File: src/logic/sbt_pkg.sv
/*
  sbt_pkg: register offsets, field positions, reset values and timing
  constants of the sixteen-bit timer/counter.
  Assumes a plain register port with eight-bit data.
*/
package sbt_pkg;
  // register offsets (own map)
  localparam logic [3:0] ADDR_COUNT_LOW   = 4'h0;
  localparam logic [3:0] ADDR_COUNT_HIGH  = 4'h1;
  localparam logic [3:0] ADDR_CONTROL     = 4'h2;
  localparam logic [3:0] ADDR_FLAG        = 4'h3;
  localparam logic [3:0] ADDR_ENABLE      = 4'h4;
  localparam logic [3:0] ADDR_FLAG_CLEAR  = 4'h5;
  localparam logic [3:0] ADDR_PORT_DIR    = 4'h6;
  localparam logic [3:0] ADDR_PORT_PINS   = 4'h7;
  // control register fields, mask and reset value; port direction reset; flag bit
  localparam int CTL_ON_BIT    = 0;
  localparam int CTL_CS_BIT    = 1;
  localparam int CTL_SYNC_BIT  = 2;
  localparam int CTL_OSC_BIT   = 3;
  localparam int CTL_PS_LSB    = 4;
  localparam logic [7:0] CTL_MASK     = 8'h3f;
  localparam logic [7:0] CONTROL_RESET = 8'h00;
  localparam logic [1:0] PORT_DIR_RESET = 2'h3;
  localparam int FLAG_OVF_BIT  = 0;
  // instruction cycle is four oscillator periods
  localparam int OSC_PER_INSTR = 4;
  localparam logic [1:0] INSTR_DIV_LAST = 2'(OSC_PER_INSTR - 1);
  localparam logic [15:0] COUNT_MAX = 16'hffff;
endpackage : sbt_pkg

File: src/logic/sbt_timer.sv
/*
  sbt_timer: sixteen-bit timer/counter with overflow flag, mask, on/off,
  clock source select, input prescale, special event reset and oscillator
  pin takeover.
  Assumes CLOCK is the oscillator clock and all inputs are synchronous.
*/
// Design decisions made here: the placing of the registers and the plain strobed port.
// Notes on behaviour
// - count is two eight-bit halves, both readable and writable
// - count runs up from 0000h to FFFFh then wraps to 0000h
// - wrap from maximum to zero sets the latched overflow flag
// - interrupt output raised only while overflow enable bit is set
// - control bit 1 picks timer or counter operation
// - timer operation counts each instruction cycle while switched on
// - counter operation counts rising edges of the external pin only
// - count advances only while the on bit is set, else held
// - either capture/compare unit may drive the internal reset input
// - oscillator enable forces both pins to inputs, reads give zero
// - synchronisation control bit ignored with internal clock
// - internal clock is oscillator frequency divided by four
// - two-bit prescale field divides input clock, 00 passes all
`timescale 1ns/1ns
module sbt_timer
(
  // clock and reset
  input  wire logic       CLOCK,
  input  wire logic       RESETN,
  // register port
  input  wire logic [3:0] ADDR,
  input  wire logic [7:0] WDATA,
  input  wire logic       WRITE,
  input  wire logic       READ,
  output logic      [7:0] RDATA,
  // event and pins
  input  wire logic       EVENT_RESET_A,
  input  wire logic       EVENT_RESET_B,
  input  wire logic       EXT_CLOCK_PIN,
  input  wire logic [1:0] OSC_PINS_IN,
  output logic      [1:0] OSC_PINS_OUT,
  output logic      [1:0] OSC_PINS_OE,
  output logic            IRQ
);
  import sbt_pkg::*;

  typedef struct packed {
    logic [15:0] count;
    logic [7:0]  control;
    logic        overflow_flag;
    logic        overflow_irq_enable;
    logic [1:0]  port_direction_bits;
    logic [1:0]  port_out;
    logic [1:0]  instr_div;
    logic [2:0]  prescale_cnt;
    logic        ext_prev;
    logic [7:0]  rdata;
  } sbt_state_t;

  sbt_state_t st;
  sbt_state_t next_st;

  logic        timer_on;
  logic        clock_source_select;
  logic        osc_enable;
  logic [1:0]  input_prescale_select;
  logic        instr_tick;
  logic        ext_rise;
  logic        src_tick;
  logic        count_tick;
  logic        special_reset;
  logic [2:0]  ps_last;

  // prescale terminal count for a two-bit code: 1,2,4,8 inputs per tick
  function automatic logic [2:0] sbt_ps_last(input logic [1:0] code);
    sbt_ps_last = 3'((4'h1 << code) - 4'h1);
  endfunction : sbt_ps_last

  //////////////////////////////////////////////////////////////////////////
  // decode of control fields
  assign timer_on              = st.control[CTL_ON_BIT];
  assign clock_source_select   = st.control[CTL_CS_BIT];
  assign osc_enable            = st.control[CTL_OSC_BIT];
  assign input_prescale_select = st.control[CTL_PS_LSB +: 2];
  assign ps_last               = sbt_ps_last(input_prescale_select);
  assign special_reset         = EVENT_RESET_A | EVENT_RESET_B;
  // divide-by-four instruction cycle enable
  assign instr_tick = (st.instr_div == INSTR_DIV_LAST);
  // the pin is synchronous already, so the sync bit changes nothing here
  assign ext_rise   = EXT_CLOCK_PIN & ~st.ext_prev;
  // sync control bit has no effect on source choice
  assign src_tick   = clock_source_select ? ext_rise : instr_tick;
  // at or past the terminal count, so a smaller code written mid-run never
  // leaves the prescaler stranded above its new limit
  assign count_tick = timer_on & src_tick
                      & (st.prescale_cnt >= ps_last);

  //////////////////////////////////////////////////////////////////////////
  // next state
  always_comb
  begin
    next_st = st;
    next_st.rdata = 8'h00;
    next_st.ext_prev = EXT_CLOCK_PIN;
    next_st.instr_div = st.instr_div + 2'h1;
    // prescaler counts source ticks only while on
    if (timer_on && src_tick)
    begin
      next_st.prescale_cnt = count_tick ? 3'h0 : st.prescale_cnt + 3'h1;
    end
    if (count_tick)
    begin
      next_st.count = st.count + 16'h0001;
      if (st.count == COUNT_MAX)
      begin
        next_st.overflow_flag = 1'b1;
      end
    end
    // software writes; a write to the count also clears the prescaler
    if (WRITE)
    begin
      unique case (ADDR)
        ADDR_COUNT_LOW:
        begin
          next_st.count[7:0] = WDATA;
          next_st.prescale_cnt = 3'h0;
        end
        ADDR_COUNT_HIGH:
        begin
          next_st.count[15:8] = WDATA;
          next_st.prescale_cnt = 3'h0;
        end
        ADDR_CONTROL:    next_st.control = WDATA & CTL_MASK;
        ADDR_ENABLE:     next_st.overflow_irq_enable = WDATA[FLAG_OVF_BIT];
        ADDR_FLAG_CLEAR:
        begin
          // an overflow in this same cycle wins over the clear
          if (WDATA[FLAG_OVF_BIT] && !(count_tick && st.count == COUNT_MAX))
          begin
            next_st.overflow_flag = 1'b0;
          end
        end
        ADDR_PORT_DIR:   next_st.port_direction_bits = WDATA[1:0];
        ADDR_PORT_PINS:  next_st.port_out = WDATA[1:0];
        default:         ;
      endcase
    end
    // special event reset beats software and counting
    if (special_reset)
    begin
      next_st.count = 16'h0000;
      next_st.prescale_cnt = 3'h0;
    end
    if (READ)
    begin
      unique case (ADDR)
        ADDR_COUNT_LOW:  next_st.rdata = st.count[7:0];
        ADDR_COUNT_HIGH: next_st.rdata = st.count[15:8];
        ADDR_CONTROL:    next_st.rdata = st.control;
        ADDR_FLAG:       next_st.rdata = {7'h00, st.overflow_flag};
        ADDR_ENABLE:     next_st.rdata = {7'h00, st.overflow_irq_enable};
        ADDR_PORT_DIR:   next_st.rdata = {6'h00, st.port_direction_bits};
        ADDR_PORT_PINS:
        begin
          next_st.rdata = osc_enable ? 8'h00
                                     : {6'h00, OSC_PINS_IN};
        end
        default:         next_st.rdata = 8'h00;
      endcase
    end
  end

  //////////////////////////////////////////////////////////////////////////
  // state register
  always_ff @(posedge CLOCK or negedge RESETN)
  begin
    if (!RESETN)
    begin
      st <= '{count: 16'h0000, control: CONTROL_RESET,
              overflow_flag: 1'b0, overflow_irq_enable: 1'b0,
              port_direction_bits: PORT_DIR_RESET, port_out: 2'h0,
              instr_div: 2'h0, prescale_cnt: 3'h0, ext_prev: 1'b0,
              rdata: 8'h00};
    end
    else
    begin
      st <= next_st;
    end
  end

  //////////////////////////////////////////////////////////////////////////
  // outputs; direction bit 1 means input
  assign RDATA        = st.rdata;
  assign IRQ          = st.overflow_flag & st.overflow_irq_enable;
  assign OSC_PINS_OUT = st.port_out;
  assign OSC_PINS_OE  = osc_enable ? 2'h0
                                   : ~st.port_direction_bits;

  //////////////////////////////////////////////////////////////////////////
  // checks
  property p_wrap;
    @(posedge CLOCK) disable iff (!RESETN)
    (count_tick && st.count == COUNT_MAX && !special_reset && !WRITE)
      |=> (st.count == 16'h0000) && st.overflow_flag;
  endproperty
  a_wrap: assert property (p_wrap) else $error("no wrap to zero");
  property p_flag;
    @(posedge CLOCK) disable iff (!RESETN)
    (count_tick && st.count == COUNT_MAX) |=> st.overflow_flag;
  endproperty
  a_flag: assert property (p_flag) else $error("flag not set");
  property p_irq;
    @(posedge CLOCK) disable iff (!RESETN)
    (WRITE && ADDR == ADDR_ENABLE && !WDATA[FLAG_OVF_BIT]) |=> !IRQ;
  endproperty
  a_irq: assert property (p_irq) else $error("irq not gated");
  property p_hold;
    @(posedge CLOCK) disable iff (!RESETN)
    (!timer_on && !WRITE && !special_reset) |=> $stable(st.count);
  endproperty
  a_hold: assert property (p_hold) else $error("count moved off");
  property p_inc;
    @(posedge CLOCK) disable iff (!RESETN)
    (count_tick && !WRITE && !special_reset)
      |=> st.count == $past(st.count) + 16'h0001;
  endproperty
  a_inc: assert property (p_inc) else $error("no increment");
  property p_src;
    @(posedge CLOCK) disable iff (!RESETN)
    (clock_source_select && !ext_rise) |-> !count_tick;
  endproperty
  a_src: assert property (p_src) else $error("counted no edge");
  property p_div;
    @(posedge CLOCK) disable iff (!RESETN)
    instr_tick |=> !instr_tick [*3] ##1 instr_tick;
  endproperty
  a_div: assert property (p_div) else $error("divider off");
  property p_sreset;
    @(posedge CLOCK) disable iff (!RESETN)
    special_reset |=> st.count == 16'h0000;
  endproperty
  a_sreset: assert property (p_sreset) else $error("no clear");
  property p_osc;
    @(posedge CLOCK) disable iff (!RESETN)
    (osc_enable && READ && ADDR == ADDR_PORT_PINS) |=> RDATA == 8'h00;
  endproperty
  a_osc: assert property (p_osc) else $error("pins not zero");
  property p_ps;
    @(posedge CLOCK) disable iff (!RESETN)
    (input_prescale_select == 2'h1 && count_tick && !WRITE
     && !special_reset && !WRITE) |-> ##1 !count_tick;
  endproperty
  a_ps: assert property (p_ps) else $error("prescale off");
  // behaviour seen from the pins and the register port
  property p_irq_on;
    @(posedge CLOCK) disable iff (!RESETN)
    (WRITE && ADDR == ADDR_ENABLE && WDATA[FLAG_OVF_BIT]
     && st.overflow_flag) |=> IRQ;
  endproperty
  a_irq_on: assert property (p_irq_on) else $error("irq missing");
  property p_timer;
    @(posedge CLOCK) disable iff (!RESETN)
    (timer_on && !clock_source_select && input_prescale_select == 2'h0
     && instr_tick && !WRITE && !special_reset)
      |=> st.count == $past(st.count) + 16'h0001;
  endproperty
  a_timer: assert property (p_timer) else $error("tick lost");
  property p_ext;
    @(posedge CLOCK) disable iff (!RESETN)
    (timer_on && clock_source_select && input_prescale_select == 2'h0
     && EXT_CLOCK_PIN && !st.ext_prev && !WRITE && !special_reset)
      |=> st.count == $past(st.count) + 16'h0001;
  endproperty
  a_ext: assert property (p_ext) else $error("edge lost");
  property p_sticky;
    @(posedge CLOCK) disable iff (!RESETN)
    (st.overflow_flag
     && !(WRITE && ADDR == ADDR_FLAG_CLEAR && WDATA[FLAG_OVF_BIT]))
      |=> st.overflow_flag;
  endproperty
  a_sticky: assert property (p_sticky) else $error("flag lost");
  property p_clear;
    @(posedge CLOCK) disable iff (!RESETN)
    (WRITE && ADDR == ADDR_FLAG_CLEAR && WDATA[FLAG_OVF_BIT]
     && !(count_tick && st.count == COUNT_MAX)) |=> !st.overflow_flag;
  endproperty
  a_clear: assert property (p_clear) else $error("flag stuck");
  property p_oe;
    @(posedge CLOCK) disable iff (!RESETN)
    (WRITE && ADDR == ADDR_CONTROL && WDATA[CTL_OSC_BIT])
      |=> OSC_PINS_OE == 2'h0;
  endproperty
  a_oe: assert property (p_oe) else $error("pins driven");
  property p_rsv;
    @(posedge CLOCK) disable iff (!RESETN)
    (READ && ADDR == ADDR_CONTROL) |=> RDATA[7:6] == 2'h0;
  endproperty
  a_rsv: assert property (p_rsv) else $error("reserved set");
  c_wrap: cover property (@(posedge CLOCK) disable iff (!RESETN)
    count_tick && st.count == COUNT_MAX);
  c_ext: cover property (@(posedge CLOCK) disable iff (!RESETN)
    clock_source_select && count_tick);
  c_irq: cover property (@(posedge CLOCK) disable iff (!RESETN) IRQ);
  c_sreset: cover property (@(posedge CLOCK) disable iff (!RESETN)
    special_reset);
  c_osc: cover property (@(posedge CLOCK) disable iff (!RESETN)
    osc_enable && READ && ADDR == ADDR_PORT_PINS);
endmodule : sbt_timer

File: config.mk
export PLATFORM = sky130hd
export DESIGN_NAME = sbt_timer
export DESIGN_NICKNAME = d
export VERILOG_FILES = /design/src/logic/sbt_pkg.sv /design/src/logic/sbt_timer.sv
export SDC_FILE = /design/constraint.sdc
export NUM_CORES = 1
export LEC_CHECK = 0
export BUFFER_PORTS_ARGS = -buffer_cell sky130_fd_sc_hd__buf_2
export CAP_MARGIN = 10
export CORE_AREA = 5 5 71 73
export DETAILED_ROUTE_END_ITERATION = 7
export DIE_AREA = 0 0 76 78
export HOLD_SLACK_MARGIN = 0.05
export MAX_ROUTING_LAYER = met4
export PLACE_DENSITY_LB_ADDON = 0.25
export SETUP_SLACK_MARGIN = 0.1
export SYNTH_ARGS = -nofsm -noshare
export SYNTH_HDL_FRONTEND = slang
export SYNTH_SLANG_ARGS = --single-unit
File: constraint.sdc
create_clock -name CLOCK -period 3.1 [get_ports CLOCK]
set_clock_uncertainty 0.2 [all_clocks]
set_input_delay 0.155 -clock CLOCK [delete_from_list [all_inputs] [get_ports CLOCK]]
set_output_delay 0.155 -clock CLOCK [all_outputs]
set_load 0.01 [all_outputs]
-- Word-level counts from Yosys, hierarchy flattened
Index checks and enable logic that the tools add are counted.
- flip-flop bits (word level): 42
- bits in latches: 0
- RAM bits: 0
- memory bits (read-only): 0
- bits of input ports: 21
- output and inout port bits: 13
- word-level logic and storage cells: 65
- memories: 0
- add/sub/neg operators: 4
- multipliers: 0
- divide/modulo/power cells: 0
- order comparisons: 1
- equality and inequality tests: 9
- shifts and indexed selects: 1
- mux-type cells: 23
- bitwise operators: 7
- reduce and logical (&&, ||, !) cells: 10
- operators by type and width (cell ; count):
    $pmux W8 S7 ; 1
    $mux W16 ; 2
    $mux W30 ; 1
    $mux W8 ; 3
    $add A16 B1 Y16 const B ; 1
    $eq A16 B16 Y1 const B ; 1
    $eq A4 B3 Y1 const B ; 4
    $mux W3 ; 5
    $eq A4 B2 Y1 const B ; 2
    $mux W2 ; 4
    $reduce_and A2 Y1 ; 4
    $mux W1 ; 6
    $mux W6 ; 1
    $and A1 B1 Y1 ; 4
    $eq A4 B1 Y1 const B ; 1
    $logic_not A4 Y1 ; 1
    $add A3 B1 Y3 const B ; 1
    $ge A3 B3 Y1 ; 1
    $logic_and A1 B1 Y1 ; 3
    $shl A1 B2 Y3 const A ; 1
    $sub A3 B1 Y3 const B ; 1
    $add A2 B1 Y2 const B ; 1
    $eq A2 B2 Y1 const B ; 1
    $not A2 Y2 ; 1
    other kinds (4) ; 4

-- Depth between registers and ports, before layout
- depth in word-level cells: 12
- mapped depth: 8
- depth with buffers taken out: 7

-- Worst setup path after synthesis
No wires, ideal clock.
- kind: flip-flop to flip-flop
- from: register st, in the netlist input_prescale_select[1]
- to: register st[40] (netlist bit)
- setup time: 82 ps
- data arrival time: 1986 ps
- required time: 2818 ps
- setup slack: 832 ps
- stages on the path, launching flop included: 8
- buffers on the path: 0
- period minus slack after synthesis: 2268 ps
- cell sequence: dfrtp_1 -> or2_2 -> ha_1 -> and2b_2 -> o21ai_4 -> nand4_2 -> or3_1 -> a31oi_1
- RTL lines (what ; RTL line ; RTL):
    from (decl) ; sbt_timer.sv:58 ; sbt_state_t st;
    from (signal assigned) ; sbt_timer.sv:177 ; st <= '{count: 16'h0000, control: CONTROL_RESET,
    from (signal assigned) ; sbt_timer.sv:185 ; st <= next_st;

==> flow_summary.toml <==
[hold_path]
hold_path.class = "in -> reg"
hold_depth = 2

[timing]
relSlewSlack_pct = 37.8
final_hold_viol_count = 0
tns_ns = 0
slew_viol_final = 0
fin_crit_sh_pct = 86.4
rsz0062_at_grt = "false"
max_freq_mhz = 373
worst_pin_slew_ns = 0.933
fin_crit_ns = 2.68
fin_ws_ns = 0.420
setup-violations-final = 0

[power]
peakVddDrop_mv = 0.246
power_frac_seq_pct = 52.1
powerDensity_nw_per_um2 = 434
swShare_pct = 29.1
switchingPower_uw = 348
p_clk_share_pct = 29.8
p_int_uw = 848
leakagePower_uw = 0.00124
pwr-share-comb_pct = 18.1

[cells_and_area]
n_fill_cell = 370
antenna_cells = 0
syn_to_final_growth_pct = 17.5
layout_common_cells = "dfrtp_1 (40), buf_2 (33), a21oi_1 (24), o21ai_0 (23), dlygate4sd3_1 (20)"
final_common_cell = "dfrtp_1"
register_area_um2 = 1050
fin_cells = 334
finalNetCount = 308
drive_gt1_share_pct = 23.0
multi_input_area_um2 = 1150

[floorplan]
die_h_um = 78
io_pins = 34
die_w_um = 76
start_util_pct = 54.5
rows = 24
dieArea_um2 = 5930
core_um2 = 4290

[clocking]
clock_path_buffers = 2
clk_latency_ns = 0.30
cts_resized = 0
cts_tree = "yes"
cts_buffers = 5
cts_setup_buffers = 0
clock_sinks = 42
root_buffer = "clkbuf_8"
htreeDepth = 2
path_clk_slew_ns = 0.09

[global_route]
grt_max_degree = 43
grt_util_met3_pct = 4.05
overflow = 0
met1_usage_pct = 25.2
antenna_found_initial = 0
grt_first_pass_wirelength_um = 9430
track_usage_pct = 20.2
top_usage_layer = "met2"
met2_usage_pct = 32.6
grt_pass1_vias = 1882

[placement]
port_buffers = 33
gp_congestion = 0.888
dp_hpwl_um = 3900
dp_slack_ns = 0.465
dpl.cell_count = 306

[flow_run]
cap_violations = 0

[critical_path]
cp.required_ns = 3.12
r2r_cells = 7
crit_path_max_fanout = 16
cp-start-kind = "flop"
cp-end-kind = "flop"
critPathArrivalTime_ns = 2.70
crit_type = "reg -> reg"

[drt]
routedWlPerCell_um = 16.7
vias = 1964
first_pass_iters = 4
routed_via_density = 5.88
drt-initial-drc-count = 220
wl_um = 5590
postRouteAntennaNets = 0
drc = 0

[synth]
synth_xor_area_share_pct = 4.86
syn_nets = 265
syn_avg_cell_area_um2 = 9.84
yosysSeqAreaShare_pct = 45.0
synthAdderAreaFrac_pct = 3.21
syn_area_um2 = 2340
yosys.area_share.simple_pct = 18.9
synth_edf_count = 0
synthCells = 238
synth_warnings = 0
ys_async_sr_fraction_pct = 100
synth_top_family_by_area = "simple AND/OR/NAND/NOR gates"
synthFlopType = "dfrtp_1"
muxShareOfSynthArea_pct = 9.73
synth_seq_cells = 42
ys_types = 37
synth_compound_area_share_pct = 12.7

[outcome]
outcome = "finished, final reports clean"
[path summary, 6_finish.rpt]
kind | startpoint | slack, ns | end
max in group asynchronous | RESETN | 1.79 | st[37]
hold / removal | ADDR[1] | 0.08 | RDATA[7]
hold reg to reg | st[12] | 0.24 | st[12]
setup / recovery | input_prescale_select[1] | 0.42 | st[42]
setup reg to reg | input_prescale_select[1] | 0.42 | st[42]
min in group asynchronous | RESETN | 0.33 | input_prescale_select[1]
[stage by stage]
step	hold slack, ns	utilization (%)	power, uW	instance area, um2
floorplan	-0.341	-	767	2340
global placement	0.0826	57.3	823	2460
detailed placement	0.0846	57.3	829	2460
CTS	0.0634	64.1	1200	2750
global route	0.109	64.1	1260	2750
finish	0.0751	64.1	1200	2750
[Yosys cell counts (2+ instances only)]
cell      count  area, um2
nor2_1       19       71.3
and4_2        2       20.0
buf_4        10       75.1
a31oi_1       2       12.5
nor3_1        5       25.0
nand4_2       2       25.0
ha_1          6       75.1
nand2_1      15       56.3
nand4_1       5       31.3
and3_1        5       31.3
or3_1         2       12.5
clkbuf_1      5       18.8
nand3b_1      5       37.5
nand3_1      10       50.1
o21ai_0      23        115
mux2i_1       7       70.1
mux2_2       12        135
a21oi_1      24        120
dfrtp_1      40       1000
nor2b_1       3       18.8
and2_1        2       12.5
a22oi_1       2       15.0
inv_1         4       15.0
xor2_1       13        114
dfstp_2       2       52.6
buf_2         2       10.0
[metal layers]
metal,vias to the layer above,share of wire [%],wire length (um)
li1,933,-,-
met1,948,42,2350
met2,69,50,2790
met3,14,5.8,323
met4,0,2.2,125
met5,-,0,0
[worst max-delay path, cell delays in order, from the launching register on]
cell and delay [ns]:
dfrtp_1 0.43, or2_2 0.31, ha_1 0.27, and2b_2 0.22, o21ai_4 0.37, nand4_2 0.24
or3_1 0.36, a31oi_1 0.20
[power groups by stage]
stage | Sequential, uW | Clock (uW) | Combinational [uW]
floorplan | 622 | 0 | 145
global placement | 631 | 0 | 193
detailed placement | 633 | 0 | 197
CTS | 622 | 365 | 216
global route | 629 | 387 | 241
finish | 623 | 357 | 216
[kinds of logic (layout without fill, tap and decap cells)]
kind of cell,Yosys count,after routing
flip-flops,42,42
multiplexers,20,20
buffers and inverters,22,66
XOR/XNOR,13,13
AND/OR/NAND/NOR,81,81
adder cells (fa/ha/maj),6,6
AO/OA/AOI/OAI,54,54
[registers in the layout, summed over array words and instances (netlist names)]
name                   cells
OSC_PINS_OUT               2
st                        28
input_prescale_select      2
osc_enable                 1
clock_source_select        1
RDATA                      8
[timing repair]
action,in CTS,in global routing
hold buffers,20,0
endpoints found under the hold margin,75,0
endpoints found under the setup margin,0,0
[layout make-up]
| cell class | count | share of cell area [%] |
|---|---|---|
| flip-flops and latches | 42 | 38.3 |
| clock inverters | 3 | 0.773 |
| repair buffers | 54 | 13.6 |
| multi-input cells | 174 | 42.0 |
| inverters | 4 | 0.546 |
| clock buffers | 5 | 2.50 |
| well taps | 52 | 2.36 |
Note: power is estimated with default switching activity, not from simulation.
